[src/include/dscr_pkg.sv]
/*
  Constants for the debug state capture block: register indices, field
  positions, reset values and cause codes.
  Assumes a 32-bit processor-status register space addressed by index.
*/
package dscr_pkg;

  // ---------------------------------------------------------------
  // Register indices
  // ---------------------------------------------------------------
  localparam logic [7:0] DSCR_SAVED_STATUS   = 8'h10;
  localparam logic [7:0] DSCR_SAVED_PC       = 8'h11;
  localparam logic [7:0] DSCR_SAVED_SP       = 8'h12;
  localparam logic [7:0] DSCR_FETCH_THREAD   = 8'h13;
  localparam logic [7:0] DSCR_FETCH_REG      = 8'h14;
  localparam logic [7:0] DSCR_CAUSE          = 8'h15;
  localparam logic [7:0] DSCR_EVENT_DATA     = 8'h16;
  localparam logic [7:0] DSCR_STOP_MASK      = 8'h18;
  localparam logic [7:0] DSCR_SCRATCH_BASE   = 8'h20;
  localparam logic [7:0] DSCR_SCRATCH_LAST   = 8'h27;
  localparam logic [7:0] DSCR_BRK_ADDR_BASE  = 8'h30;
  localparam logic [7:0] DSCR_BRK_ADDR_LAST  = 8'h33;
  localparam logic [7:0] DSCR_BRK_CTRL_BASE  = 8'h40;
  localparam logic [7:0] DSCR_BRK_CTRL_LAST  = 8'h43;

  // ---------------------------------------------------------------
  // Field layouts
  // ---------------------------------------------------------------
  localparam logic [31:0] DSCR_STATUS_WMASK  = 32'h0000_06DF;
  localparam int          DSCR_STATUS_ISSUE  = 8;
  localparam logic [31:0] DSCR_THREAD_MASK   = 32'h0000_00FF;
  localparam logic [31:0] DSCR_REGIDX_MASK   = 32'h0000_001F;
  localparam logic [31:0] DSCR_CAUSE_MASK    = 32'h0003_FF07;
  localparam logic [31:0] DSCR_BCTRL_MASK    = 32'h00FF_0003;
  localparam int          DSCR_BCTRL_EN      = 0;
  localparam int          DSCR_BCTRL_NE      = 1;
  localparam int          DSCR_BCTRL_THR_LO  = 16;
  localparam int          DSCR_NUM_BRK       = 4;
  localparam int          DSCR_NUM_SCRATCH   = 8;
  localparam logic [31:0] DSCR_RESET_WORD    = 32'h0000_0000;

  // ---------------------------------------------------------------
  // Cause codes
  // ---------------------------------------------------------------
  typedef enum logic [2:0] {
    DSCR_CAUSE_NONE  = 3'h0,
    DSCR_CAUSE_HOST  = 3'h1,
    DSCR_CAUSE_DEBUG_CALL_INSTRUCTION = 3'h2,
    DSCR_CAUSE_IBRK  = 3'h3,
    DSCR_CAUSE_DWAT  = 3'h4,
    DSCR_CAUSE_RWAT  = 3'h5
  } dscr_cause_t;

endpackage

[src/include/dscr_brk_if.sv]
/*
  Carrier between the top and the breakpoint comparator bank.
  Assumes one clock domain; all signals are same-cycle combinational.
*/
`timescale 1ns/1ns
`default_nettype none
interface dscr_brk_if;
  logic [31:0] pc;
  logic [7:0]  thread;
  logic        valid;
  logic [31:0] addr  [4];
  logic [31:0] ctrl  [4];
  logic [3:0]  hit;

  modport top (output pc, output thread, output valid, output addr, output ctrl,
               input hit);
  modport bank (input pc, input thread, input valid, input addr, input ctrl,
                output hit);
endinterface
`default_nettype wire

[src/design/dscr_brk_bank.sv]
/*
  Four instruction breakpoint comparators, equality or inequality per
  control word, gated by per-thread enables.
  Assumes pc and thread describe the instruction issuing this cycle.
*/
`timescale 1ns/1ns
`default_nettype none
module dscr_brk_bank
  import dscr_pkg::*;
(
  dscr_brk_if.bank b
);
  // ---------------------------------------------------------------
  // Comparators
  // ---------------------------------------------------------------
  genvar g;
  generate
    for (g = 0; g < DSCR_NUM_BRK; g++) begin : gen_cmp
      logic eq;
      logic thr_ok;
      assign eq     = (b.pc == b.addr[g]);
      assign thr_ok = b.ctrl[g][DSCR_BCTRL_THR_LO + b.thread[2:0]];
      assign b.hit[g] = b.valid & b.ctrl[g][DSCR_BCTRL_EN] & thr_ok
                        & (b.ctrl[g][DSCR_BCTRL_NE] ? !eq : eq);
    end
  endgenerate
endmodule
`default_nettype wire

[src/design/dscr_scratch_mem.sv]
/*
  Eight-word debugger scratch store with two write ports: the status
  space and the tile configuration space. Read data is registered.
  Assumes the two ports rarely write together; port A wins a tie.
*/
`timescale 1ns/1ns
`default_nettype none
module dscr_scratch_mem
  import dscr_pkg::*;
(
  input  wire logic        clk_i,
  input  wire logic        resetn_i,
  input  wire logic        a_we_i,
  input  wire logic [2:0]  a_addr_i,
  input  wire logic [31:0] a_wdata_i,
  output logic      [31:0] a_rdata_o,
  input  wire logic        b_we_i,
  input  wire logic [2:0]  b_addr_i,
  input  wire logic [31:0] b_wdata_i,
  output logic      [31:0] b_rdata_o
);
  logic [31:0] mem      [DSCR_NUM_SCRATCH];
  logic [31:0] next_mem [DSCR_NUM_SCRATCH];

  always_comb begin
    for (int i = 0; i < DSCR_NUM_SCRATCH; i++) begin
      next_mem[i] = mem[i];
    end
    if (b_we_i) begin
      next_mem[b_addr_i] = b_wdata_i;
    end
    if (a_we_i) begin
      next_mem[a_addr_i] = a_wdata_i;
    end
  end

  always_ff @(posedge clk_i or negedge resetn_i) begin
    if (!resetn_i) begin
      for (int i = 0; i < DSCR_NUM_SCRATCH; i++) begin
        mem[i] <= DSCR_RESET_WORD;
      end
      a_rdata_o <= DSCR_RESET_WORD;
      b_rdata_o <= DSCR_RESET_WORD;
    end else begin
      for (int i = 0; i < DSCR_NUM_SCRATCH; i++) begin
        mem[i] <= next_mem[i];
      end
      a_rdata_o <= mem[a_addr_i];
      b_rdata_o <= mem[b_addr_i];
    end
  end
endmodule
`default_nettype wire

[src/design/dscr_top.sv]
/*
  Debug state capture registers for one tile: entry snapshot, cause and
  data capture, remote fetch operands, stop mask, scratch, breakpoints.
  Assumes the core supplies saved thread state, the debug entry strobe
  and the issuing pc; register access is an indexed status-space port.
*/
// Operation
// - On debug entry copy saved status word into register 0x10.
// - Status bits 7,6,4,3,2,1,0 hold issue, pause, mode, enable flags.
// - Bit 10 address space, bit 9 writable, bit 8 read-only live issue mode (issue_mode_i, one cycle late).
// - On debug entry capture saved program counter into 0x11.
// - On debug entry capture saved stack pointer into 0x12.
// - Remote fetch thread number in 0x13 bits 7:0, rest reserved.
// - Remote fetch register index in 0x14 bits 4:0.
// - Cause code bits 2:0, reset zero, codes one to five.
// - Bits 17:16 give firing breakpoint index, zero for host, call.
// - Simultaneous hits report the lowest-numbered breakpoint.
// - Bits 15:8 give causing thread, zero for host requests.
// - Data register 0x16 gets watch address or resource identifier.
// - Threads set in stop mask 0x18 stay held after debug return.
// - Eight scratch words 0x20-0x27 shared with tile config space.
// - Four breakpoint addresses 0x30-0x33 raise debug on pc match.
// - Per-breakpoint control: enable, inequality select, thread mask.
`timescale 1ns/1ns
`default_nettype none
module dscr_top
  import dscr_pkg::*;
(
  input  wire logic        clk_i,
  input  wire logic        resetn_i,
  // Status-space register port
  input  wire logic        ps_wr_i,
  input  wire logic        ps_rd_i,
  input  wire logic [7:0]  ps_addr_i,
  input  wire logic [31:0] ps_wdata_i,
  output logic      [31:0] ps_rdata_o,
  // Tile configuration view of scratch
  input  wire logic        cfg_wr_i,
  input  wire logic [2:0]  cfg_addr_i,
  input  wire logic [31:0] cfg_wdata_i,
  output logic      [31:0] cfg_rdata_o,
  // Core state at debug entry
  input  wire logic        debug_enter_i,
  input  wire logic        debug_exit_i,
  input  wire logic [2:0]  entry_cause_i,
  input  wire logic [7:0]  entry_thread_i,
  input  wire logic [1:0]  watch_index_i,
  input  wire logic [31:0] watch_data_i,
  input  wire logic [31:0] saved_status_word_i,
  input  wire logic        issue_mode_i,
  input  wire logic [31:0] saved_program_counter_i,
  input  wire logic [31:0] saved_stack_pointer_i,
  // Issuing instruction
  input  wire logic        issue_valid_i,
  input  wire logic [31:0] issue_pc_i,
  input  wire logic [7:0]  issue_thread_i,
  // Results
  output logic             debug_mode_o,
  output logic             brk_req_o,
  output logic [7:0]       brk_thread_o,
  output logic [1:0]       brk_index_o,
  output logic [7:0]       thread_hold_o,
  output logic [7:0]       fetch_thread_o,
  output logic [4:0]       fetch_reg_o
);
  // ---------------------------------------------------------------
  // State
  // ---------------------------------------------------------------
  logic [31:0] status,    next_status;
  logic [31:0] saved_program_counter,       next_spc;
  logic [31:0] saved_stack_pointer,       next_ssp;
  logic [31:0] fthr,      next_fthr;
  logic [31:0] freg,      next_freg;
  logic [31:0] cause,     next_cause;
  logic [31:0] edata,     next_edata;
  logic [31:0] stopm,     next_stopm;
  logic [31:0] baddr     [DSCR_NUM_BRK];
  logic [31:0] next_baddr[DSCR_NUM_BRK];
  logic [31:0] bctrl     [DSCR_NUM_BRK];
  logic [31:0] next_bctrl[DSCR_NUM_BRK];
  logic        dmode,     next_dmode;
  logic        issue_q,   next_issue_q;
  logic        sel_scr_q, next_sel_scr_q;
  logic [31:0] rdata_q,   next_rdata_q;
  logic        breq,      next_breq;
  logic [7:0]  bthr,      next_bthr;
  logic [1:0]  bidx,      next_bidx;
  logic [7:0]  hold,      next_hold;

  logic        dwr;
  logic        scr_hit;
  logic [31:0] scr_rdata;
  logic [1:0]  low_idx;
  logic        any_hit;

  dscr_brk_if bif ();

  assign bif.pc     = issue_pc_i;
  assign bif.thread = issue_thread_i;
  assign bif.valid  = issue_valid_i & !dmode;
  assign bif.addr   = baddr;
  assign bif.ctrl   = bctrl;

  dscr_brk_bank u_bank (
    .b (bif.bank)
  );

  assign dwr     = ps_wr_i & dmode;
  assign scr_hit = (ps_addr_i >= DSCR_SCRATCH_BASE) && (ps_addr_i <= DSCR_SCRATCH_LAST);

  dscr_scratch_mem u_scratch (
    .clk_i     (clk_i),
    .resetn_i  (resetn_i),
    .a_we_i    (dwr & scr_hit),
    .a_addr_i  (ps_addr_i[2:0]),
    .a_wdata_i (ps_wdata_i),
    .a_rdata_o (scr_rdata),
    .b_we_i    (cfg_wr_i),
    .b_addr_i  (cfg_addr_i),
    .b_wdata_i (cfg_wdata_i),
    .b_rdata_o (cfg_rdata_o)
  );

  // ---------------------------------------------------------------
  // Breakpoint priority
  // ---------------------------------------------------------------
  // lowest index wins
  always_comb begin
    low_idx = 2'h0;
    for (int i = DSCR_NUM_BRK - 1; i >= 0; i--) begin
      if (bif.hit[i]) begin
        low_idx = i[1:0];
      end
    end
    any_hit = |bif.hit;
  end

  // ---------------------------------------------------------------
  // Next-state logic
  // ---------------------------------------------------------------
  always_comb begin
    next_status    = status;
    next_spc       = saved_program_counter;
    next_ssp       = saved_stack_pointer;
    next_fthr      = fthr;
    next_freg      = freg;
    next_cause     = cause;
    next_edata     = edata;
    next_stopm     = stopm;
    next_baddr     = baddr;
    next_bctrl     = bctrl;
    next_dmode     = dmode;
    next_issue_q   = issue_mode_i;
    next_sel_scr_q = ps_rd_i & scr_hit;
    next_rdata_q   = DSCR_RESET_WORD;
    next_breq      = any_hit;
    next_bthr      = issue_thread_i;
    next_bidx      = low_idx;
    next_hold      = hold;

    if (dwr) begin
      case (ps_addr_i)
        DSCR_SAVED_STATUS: next_status = ps_wdata_i & DSCR_STATUS_WMASK;
        DSCR_SAVED_PC:     next_spc    = ps_wdata_i;
        DSCR_SAVED_SP:     next_ssp    = ps_wdata_i;
        DSCR_FETCH_THREAD: next_fthr   = ps_wdata_i & DSCR_THREAD_MASK;
        DSCR_FETCH_REG:    next_freg   = ps_wdata_i & DSCR_REGIDX_MASK;
        DSCR_CAUSE:        next_cause  = ps_wdata_i & DSCR_CAUSE_MASK;
        DSCR_EVENT_DATA:   next_edata  = ps_wdata_i;
        DSCR_STOP_MASK:    next_stopm  = ps_wdata_i & DSCR_THREAD_MASK;
        default: begin
          if (ps_addr_i >= DSCR_BRK_ADDR_BASE && ps_addr_i <= DSCR_BRK_ADDR_LAST) begin
            next_baddr[ps_addr_i[1:0]] = ps_wdata_i;
          end
          if (ps_addr_i >= DSCR_BRK_CTRL_BASE && ps_addr_i <= DSCR_BRK_CTRL_LAST) begin
            next_bctrl[ps_addr_i[1:0]] = ps_wdata_i & DSCR_BCTRL_MASK;
          end
        end
      endcase
    end

    // Entry capture overrides a same-cycle write
    if (debug_enter_i && !dmode) begin
      next_dmode  = 1'b1;
      next_status = saved_status_word_i & DSCR_STATUS_WMASK;
      next_spc    = saved_program_counter_i;
      next_ssp    = saved_stack_pointer_i;
      next_cause  = {24'h00_0000, 5'h00, entry_cause_i};
      if (entry_cause_i != DSCR_CAUSE_HOST) begin
        next_cause[15:8] = entry_thread_i;
      end
      if (entry_cause_i >= DSCR_CAUSE_IBRK) begin
        next_cause[17:16] = watch_index_i;
      end
      if (entry_cause_i == DSCR_CAUSE_DWAT || entry_cause_i == DSCR_CAUSE_RWAT) begin
        next_edata = watch_data_i;
      end
      next_hold = 8'hFF;
    end else if (debug_exit_i && dmode) begin
      next_dmode = 1'b0;
      next_hold  = stopm[7:0];
    end

    if (ps_rd_i) begin
      case (ps_addr_i)
        DSCR_SAVED_STATUS: next_rdata_q = status | ({31'h0000_0000, issue_q} << DSCR_STATUS_ISSUE);
        DSCR_SAVED_PC:     next_rdata_q = saved_program_counter;
        DSCR_SAVED_SP:     next_rdata_q = saved_stack_pointer;
        DSCR_FETCH_THREAD: next_rdata_q = fthr;
        DSCR_FETCH_REG:    next_rdata_q = freg;
        DSCR_CAUSE:        next_rdata_q = cause;
        DSCR_EVENT_DATA:   next_rdata_q = edata;
        DSCR_STOP_MASK:    next_rdata_q = stopm;
        default: begin
          if (ps_addr_i >= DSCR_BRK_ADDR_BASE && ps_addr_i <= DSCR_BRK_ADDR_LAST) begin
            next_rdata_q = baddr[ps_addr_i[1:0]];
          end
          if (ps_addr_i >= DSCR_BRK_CTRL_BASE && ps_addr_i <= DSCR_BRK_CTRL_LAST) begin
            next_rdata_q = bctrl[ps_addr_i[1:0]];
          end
        end
      endcase
    end
  end

  // ---------------------------------------------------------------
  // Registers
  // ---------------------------------------------------------------
  always_ff @(posedge clk_i or negedge resetn_i) begin
    if (!resetn_i) begin
      status    <= DSCR_RESET_WORD;
      saved_program_counter       <= DSCR_RESET_WORD;
      saved_stack_pointer       <= DSCR_RESET_WORD;
      fthr      <= DSCR_RESET_WORD;
      freg      <= DSCR_RESET_WORD;
      cause     <= DSCR_RESET_WORD;
      edata     <= DSCR_RESET_WORD;
      stopm     <= DSCR_RESET_WORD;
      for (int i = 0; i < DSCR_NUM_BRK; i++) begin
        baddr[i] <= DSCR_RESET_WORD;
        bctrl[i] <= DSCR_RESET_WORD;
      end
      dmode     <= 1'b0;
      issue_q   <= 1'b0;
      sel_scr_q <= 1'b0;
      rdata_q   <= DSCR_RESET_WORD;
      breq      <= 1'b0;
      bthr      <= 8'h00;
      bidx      <= 2'h0;
      hold      <= 8'h00;
    end else begin
      status    <= next_status;
      saved_program_counter       <= next_spc;
      saved_stack_pointer       <= next_ssp;
      fthr      <= next_fthr;
      freg      <= next_freg;
      cause     <= next_cause;
      edata     <= next_edata;
      stopm     <= next_stopm;
      baddr     <= next_baddr;
      bctrl     <= next_bctrl;
      dmode     <= next_dmode;
      issue_q   <= next_issue_q;
      sel_scr_q <= next_sel_scr_q;
      rdata_q   <= next_rdata_q;
      breq      <= next_breq;
      bthr      <= next_bthr;
      bidx      <= next_bidx;
      hold      <= next_hold;
    end
  end

  // Scratch read data is registered inside the memory; mux is one flop late
  assign ps_rdata_o     = sel_scr_q ? scr_rdata : rdata_q;
  assign debug_mode_o   = dmode;
  assign brk_req_o      = breq;
  assign brk_thread_o   = bthr;
  assign brk_index_o    = bidx;
  assign thread_hold_o  = hold;
  assign fetch_thread_o = fthr[7:0];
  assign fetch_reg_o    = freg[4:0];
endmodule
`default_nettype wire

[config.mk]
export PLATFORM = sky130hd
export DESIGN_NAME = dscr_top
export DESIGN_NICKNAME = d
export VERILOG_FILES = /design/src/include/dscr_pkg.sv /design/src/include/dscr_brk_if.sv /design/src/design/dscr_brk_bank.sv /design/src/design/dscr_scratch_mem.sv /design/src/design/dscr_top.sv
export SDC_FILE = /design/constraint.sdc
export NUM_CORES = 2
export LEC_CHECK = 0
export BUFFER_PORTS_ARGS = -buffer_cell sky130_fd_sc_hd__buf_2
export CAP_MARGIN = 40
export CORE_MARGIN = 4
export CORE_UTILIZATION = 45
export DETAILED_ROUTE_END_ITERATION = 10
export SETUP_SLACK_MARGIN = 0.02
export SLEW_MARGIN = 5
export SYNTH_ARGS = -nofsm -noshare
export SYNTH_HDL_FRONTEND = slang
export SYNTH_HIERARCHICAL = 1
export SYNTH_SLANG_ARGS = --single-unit
[constraint.sdc]
create_clock -name clk_i -period 2.1 [get_ports clk_i]
set_clock_uncertainty 0.05 [all_clocks]
set_input_delay 0.105 -clock clk_i [delete_from_list [all_inputs] [get_ports clk_i]]
set_output_delay 0.105 -clock clk_i [all_outputs]
set_load 0.01 [all_outputs]
; ---- After elaboration in Yosys (flattened, before gate mapping)
; Cells that the tools add are included.
[word_totals]
input_bits = 265
word_cells = 183
regBits = 811
[op_classes]
add_sub_neg = 1
magnitude_cmp = 14
reduce_logical = 31
n_eq_ne = 15
bitwise = 21
mux = 67
[ops]
columns = cell, count
row1 = 32-bit 2-to-1 mux, 31
row2 = 256-bit bitwise mux, 2
row3 = 256-bit 2-to-1 mux, 2
row4 = 128-bit bitwise mux, 2
row5 = 32-bit one-hot mux with 8 select lines, 1
row6 = 32-bit binary-select mux with 3-bit select, 2
row7 = 32-bit demux with 3-bit select, 2
row8 = 32-bit binary-select mux with 2-bit select, 2
row9 = 32-bit equality test, 4
row10 = 32-bit demux with 2-bit select, 1
row11 = "8-bit by 5-bit equality test with 1-bit output, second input constant", 8
row12 = "32-bit by 6-bit < comparator with 1-bit output, second input constant", 1
row13 = 32-bit by 9-bit bitwise OR with 32-bit output, 1
row14 = 8-bit 2-to-1 mux, 3
row15 = 1-bit binary-select mux with 5-bit select, 4
row16 = 1-bit bitwise AND, 16
row17 = "8-bit by 6-bit greater-or-equal comparator with 1-bit output, second input constant", 2
row18 = "8-bit by 6-bit <= comparator with 1-bit output, second input constant", 2
row19 = 2-bit AND reduction, 7
row20 = 2-bit nonzero test, 6
row21 = 1-bit 2-to-1 mux, 10
row22 = 2-bit 2-to-1 mux, 5
row23 = "4-bit greater-or-equal comparator, second input constant", 2
row24 = "8-bit by 7-bit greater-or-equal comparator with 1-bit output, second input constant", 1
row25 = other kinds (17), 32

; ---- Depth between registers and ports, before layout
[depth]
word_depth = 9
ltp_mapped = 10
depth_no_buf = 8

; ---- By module
; The synthesis kept the hierarchy.
[modules_own_cells]
columns = mod, cells_each, area_each_um2, instances
row1 = dscr_scratch_mem, 1482, 17763.3, 1
row2 = dscr_top, 1375, 17055.1, 1
row3 = dscr_brk_bank, 214, 1770.4, 1

; ---- Least setup slack after synthesis
; OpenSTA, ideal clock, no wires.
[synth_path]
path_kind = reg-to-reg
start = register dmode, in the netlist debug_mode_o
end = register u_scratch/mem[216] (netlist name)
t_arrival_ns = 1.856
setup_ns = 0.083
synth_period_minus_slack_ns = 1.988
path_buffers = 3
stages_incl_launch_ff = 9
required_ns = 1.967
slack_ns = 0.112
path_cell_list = dfrtp_1 clkbuf_1 nand2_1 nor2_1 nor4bb_1 buf_2 clkbuf_1 nand2_1 o21ai_0
[synth_rtl]
columns = item, line
row1 = "start, declared", dscr_top.sv:81  ; logic dmode, next_dmode;
row2 = "start signal, assigned", dscr_top.sv:262  ; dmode <= next_dmode;
row3 = "end signal, assigned by index", dscr_scratch_mem.sv:46  ; mem[i] <= next_mem[i];
row4 = "end, declared", dscr_scratch_mem.sv:22  ; logic [31:0] mem [DSCR_NUM_SCRATCH];

; ---- Worst setup path after layout
[layout_path]
start = register baddr[30] (netlist name)
end = register bidx[0], in the netlist brk_index_o[0]
[layout_between]
elab_chain_cells = 8
[layout_lines]
columns = item, line
row1 = "start, declared", dscr_top.sv:77  ; logic [31:0] baddr [DSCR_NUM_BRK];
row2 = "start signal, assigned", dscr_top.sv:260  ; baddr <= next_baddr;
row3 = 32-bit equality test *, dscr_brk_bank.sv:21  ; assign eq = (b.pc == b.addr[g]);
row4 = 1-bit logical NOT, dscr_brk_bank.sv:24  ; & (b.ctrl[g][DSCR_BCTRL_NE] ? !eq : eq);
row5 = 1-bit 2-to-1 mux *, dscr_brk_bank.sv:24
row6 = 1-bit bitwise AND *, dscr_brk_bank.sv:24
row7 = via bif.hit[3], dscr_brk_if.sv:13  ; logic [3:0] hit;
row8 = 2-bit 2-to-1 mux * (4 in a row), dscr_top.sv:131  ; if (bif.hit[i]) begin
row9 = via low_idx[0], dscr_top.sv:93  ; logic [1:0] low_idx;
row10 = "end signal, assigned", dscr_top.sv:268  ; bidx <= next_bidx;
row11 = "end, declared", dscr_top.sv:87  ; logic [1:0] bidx, next_bidx;
; The timed path passes the listed nets; every way through them passes the cells marked *.
; A chain may end at the register's enable or synchronous reset.

==> impl_results.md <==
- Outcome: finished, violations left
- Failing checks: setup timing
- Commonest non-fill, non-tap cells in the layout: 680 x dfrtp_1, 387 x mux2i_1, 332 x buf_2
- Fin crit share: 100%
- Synth Instances: 3070
- Critical path cell sequence: xor2_1, nor4_1, nand4_1, nor2_1, mux2i_1, a21oi_2, nor2_1
- Max transition margin: 53.4%
- Routed WL per cell: 27.4 um
- Path type of the worst setup path: reg -> reg
- Syn_nets: 3335
- Final hold vios: 0
- Antenna violations before repair: 10
- Clock slew at reported path FFs: 0.06 ns
- Gr usage total: 29.7%
- Worst-margin pin slew: 0.698 ns
- Vias in the first global route: 29650
- RSZ-0062 raised after global routing: yes
- Layout area overhead: 24.1%
- Vias per cell: 6.00
- Global-route wire length before repair: 192000 um
- Clk root buf: clkbuf_16
- CP top delay family: simple AND/OR/NAND/NOR gates
- Worst path bufs/invs: 0
- Peak VDD IR: 0.554 mV
- Antenna-violating nets left: 0
- Total die area: 0.0859 mm2
- Core Region: 0.0805 mm2
- Max Clk Rate: 475 MHz
- Slew Viols, Final: 0
- Initial DRC count: 2583
- Leakage: 21.2 nW
- Bufs on Longest Clock Path: 3
- Pre-CTS WS: -0.174 ns
- Worst EP arrival: 2.60 ns
- Placed Instance Area: 0.0407 mm2
- Ys Warns: 6
- Row count: 104
- DRC violations left: 0
- Total congestion overflow: 0
- Num Clock Sinks: 681
- Max_cap viols: 0
- DRT Wirelength: 129000 um
- Worst setup margin: -0.00416 ns
- Mean post-synth cell area: 11.9 um2
- Final Critical Period: 2.10 ns
- Slowest Stage Delay on Critical Path: 0.51 ns
- Power Density: 844 mW/mm2
- Initial Util: 45.4%
- Ratio of cells with drive above 1 in the final layout: 32.5%
- Crit-path most repeated cell: nor2_1
- Via count: 28321
- Worst setup EP type: flop
- CTS tree: yes
- Die Height: 293 um
- Setup TNS Final: -0.00416 ns
- Clk_lat worst skew: 0.63 ns
- H-tree depth: 3
- Most common cell after layout, fill and taps aside: dfrtp_1
- DR pass1 iterations: 7
- Slowest cell on crit path: nor4_1
- Startpoint Class: flop
- GPL Wtd Cong: 0.922
- Crit-path max FO: 3
- Final nets: 3860
- I/O pin total: 362
- Cell Area, Synth: 0.0366 mm2
- Critical Path RT: 2.60 ns
- Largest net degree at the start of global routing: 80
- Hold crit path type: in -> reg
- Final Setup Violations: 1
- Num CTS Buffers: 78
- DP Wirelength: 88100 um
- Buffers added on ports: 338
- Die Span X: 293 um
- Final instance area: 0.0454 mm2
-- tightest hold or removal path, stage by stage --
cell and delay, ns:
buf_2 0.17, nor4_4 0.08, buf_12 0.15, nand2_1 0.06, a31oi_1 0.09
-- repair_timing --
item | in CTS | in global routing
cloned | 0 | 0
gates resized for setup | 7 | 7
hold buffers | 200 | 0
hold endpoints to repair | 941 | 0
setup buffers | 1 | 0
endpoints found under the setup margin | 3 | 5
pin swaps | 1 | 5
-- area by class of cell --
type	instances	area [um2]
clock buffers	113	2270
diodes	7	17.5
fillers	6569	35100
flip-flops and latches	681	17000
multi-input cells	2081	18200
clock inverters	25	360
inverters	4	15.0
well taps	1060	1330
repair buffers	749	6230
-- metal layers --
metal | track usage, % | up-vias | wire [um]
li1 | - | 12171 | -
met1 | 40.0 | 14608 | 53500
met2 | 47.6 | 1247 | 60800
met3 | 6.49 | 287 | 9900
met4 | 10.8 | 8 | 5080
met5 | 0 | - | 48
-- registers in the layout (all words and copies together), names as in the netlist, 2 cells and up --
signal / flops
u_scratch/mem: 256
baddr: 128
bctrl: 40
edata: 32
rdata_q: 32
saved_program_counter: 32
saved_stack_pointer: 32
u_scratch/a_rdata_o: 32
u_scratch/b_rdata_o: 32
cause: 13
status: 9
brk_thread_o: 8
fthr: 8
stopm: 8
thread_hold_o: 8
freg: 5
brk_index_o: 2
-- final timing paths --
kind	endpoint	from	slack [ns]	depth (start not counted)
max	brk_index_o[0]	baddr[30]	-0.004	7
min	rdata_q[21]	ps_addr_i[5]	0.05	5
max reg2reg	brk_index_o[0]	baddr[30]	-0.004	7
min reg2reg	cause[11]	cause[11]	0.44	2
max in group asynchronous	u_scratch/mem[135]	resetn_i	0.70	4
min in group asynchronous	bctrl[64]	resetn_i	0.50	3
-- power breakdown --
part | switching (mW) | internal, mW
Combinational | 3.44 | 3.80
Clock | 5.72 | 8.48
Sequential | 1.54 | 15.4
Total | 10.7 | 27.7
-- through the flow --
stage          hold slack [ns]  util, %  cells  power, mW
6_report                0.0484     56.4   4720       38.4
5_1_grt                 0.0392     56.4   4716       40.0
4_1_cts                0.00329     56.3   4713       38.5
3_5_place_dp            0.0469     50.5   4374       24.0
3_3_place_gp            0.0360     50.5   4374       23.6
2_1_floorplan           -0.241        -   3070       21.1
(Power assumes the default switching activity.)
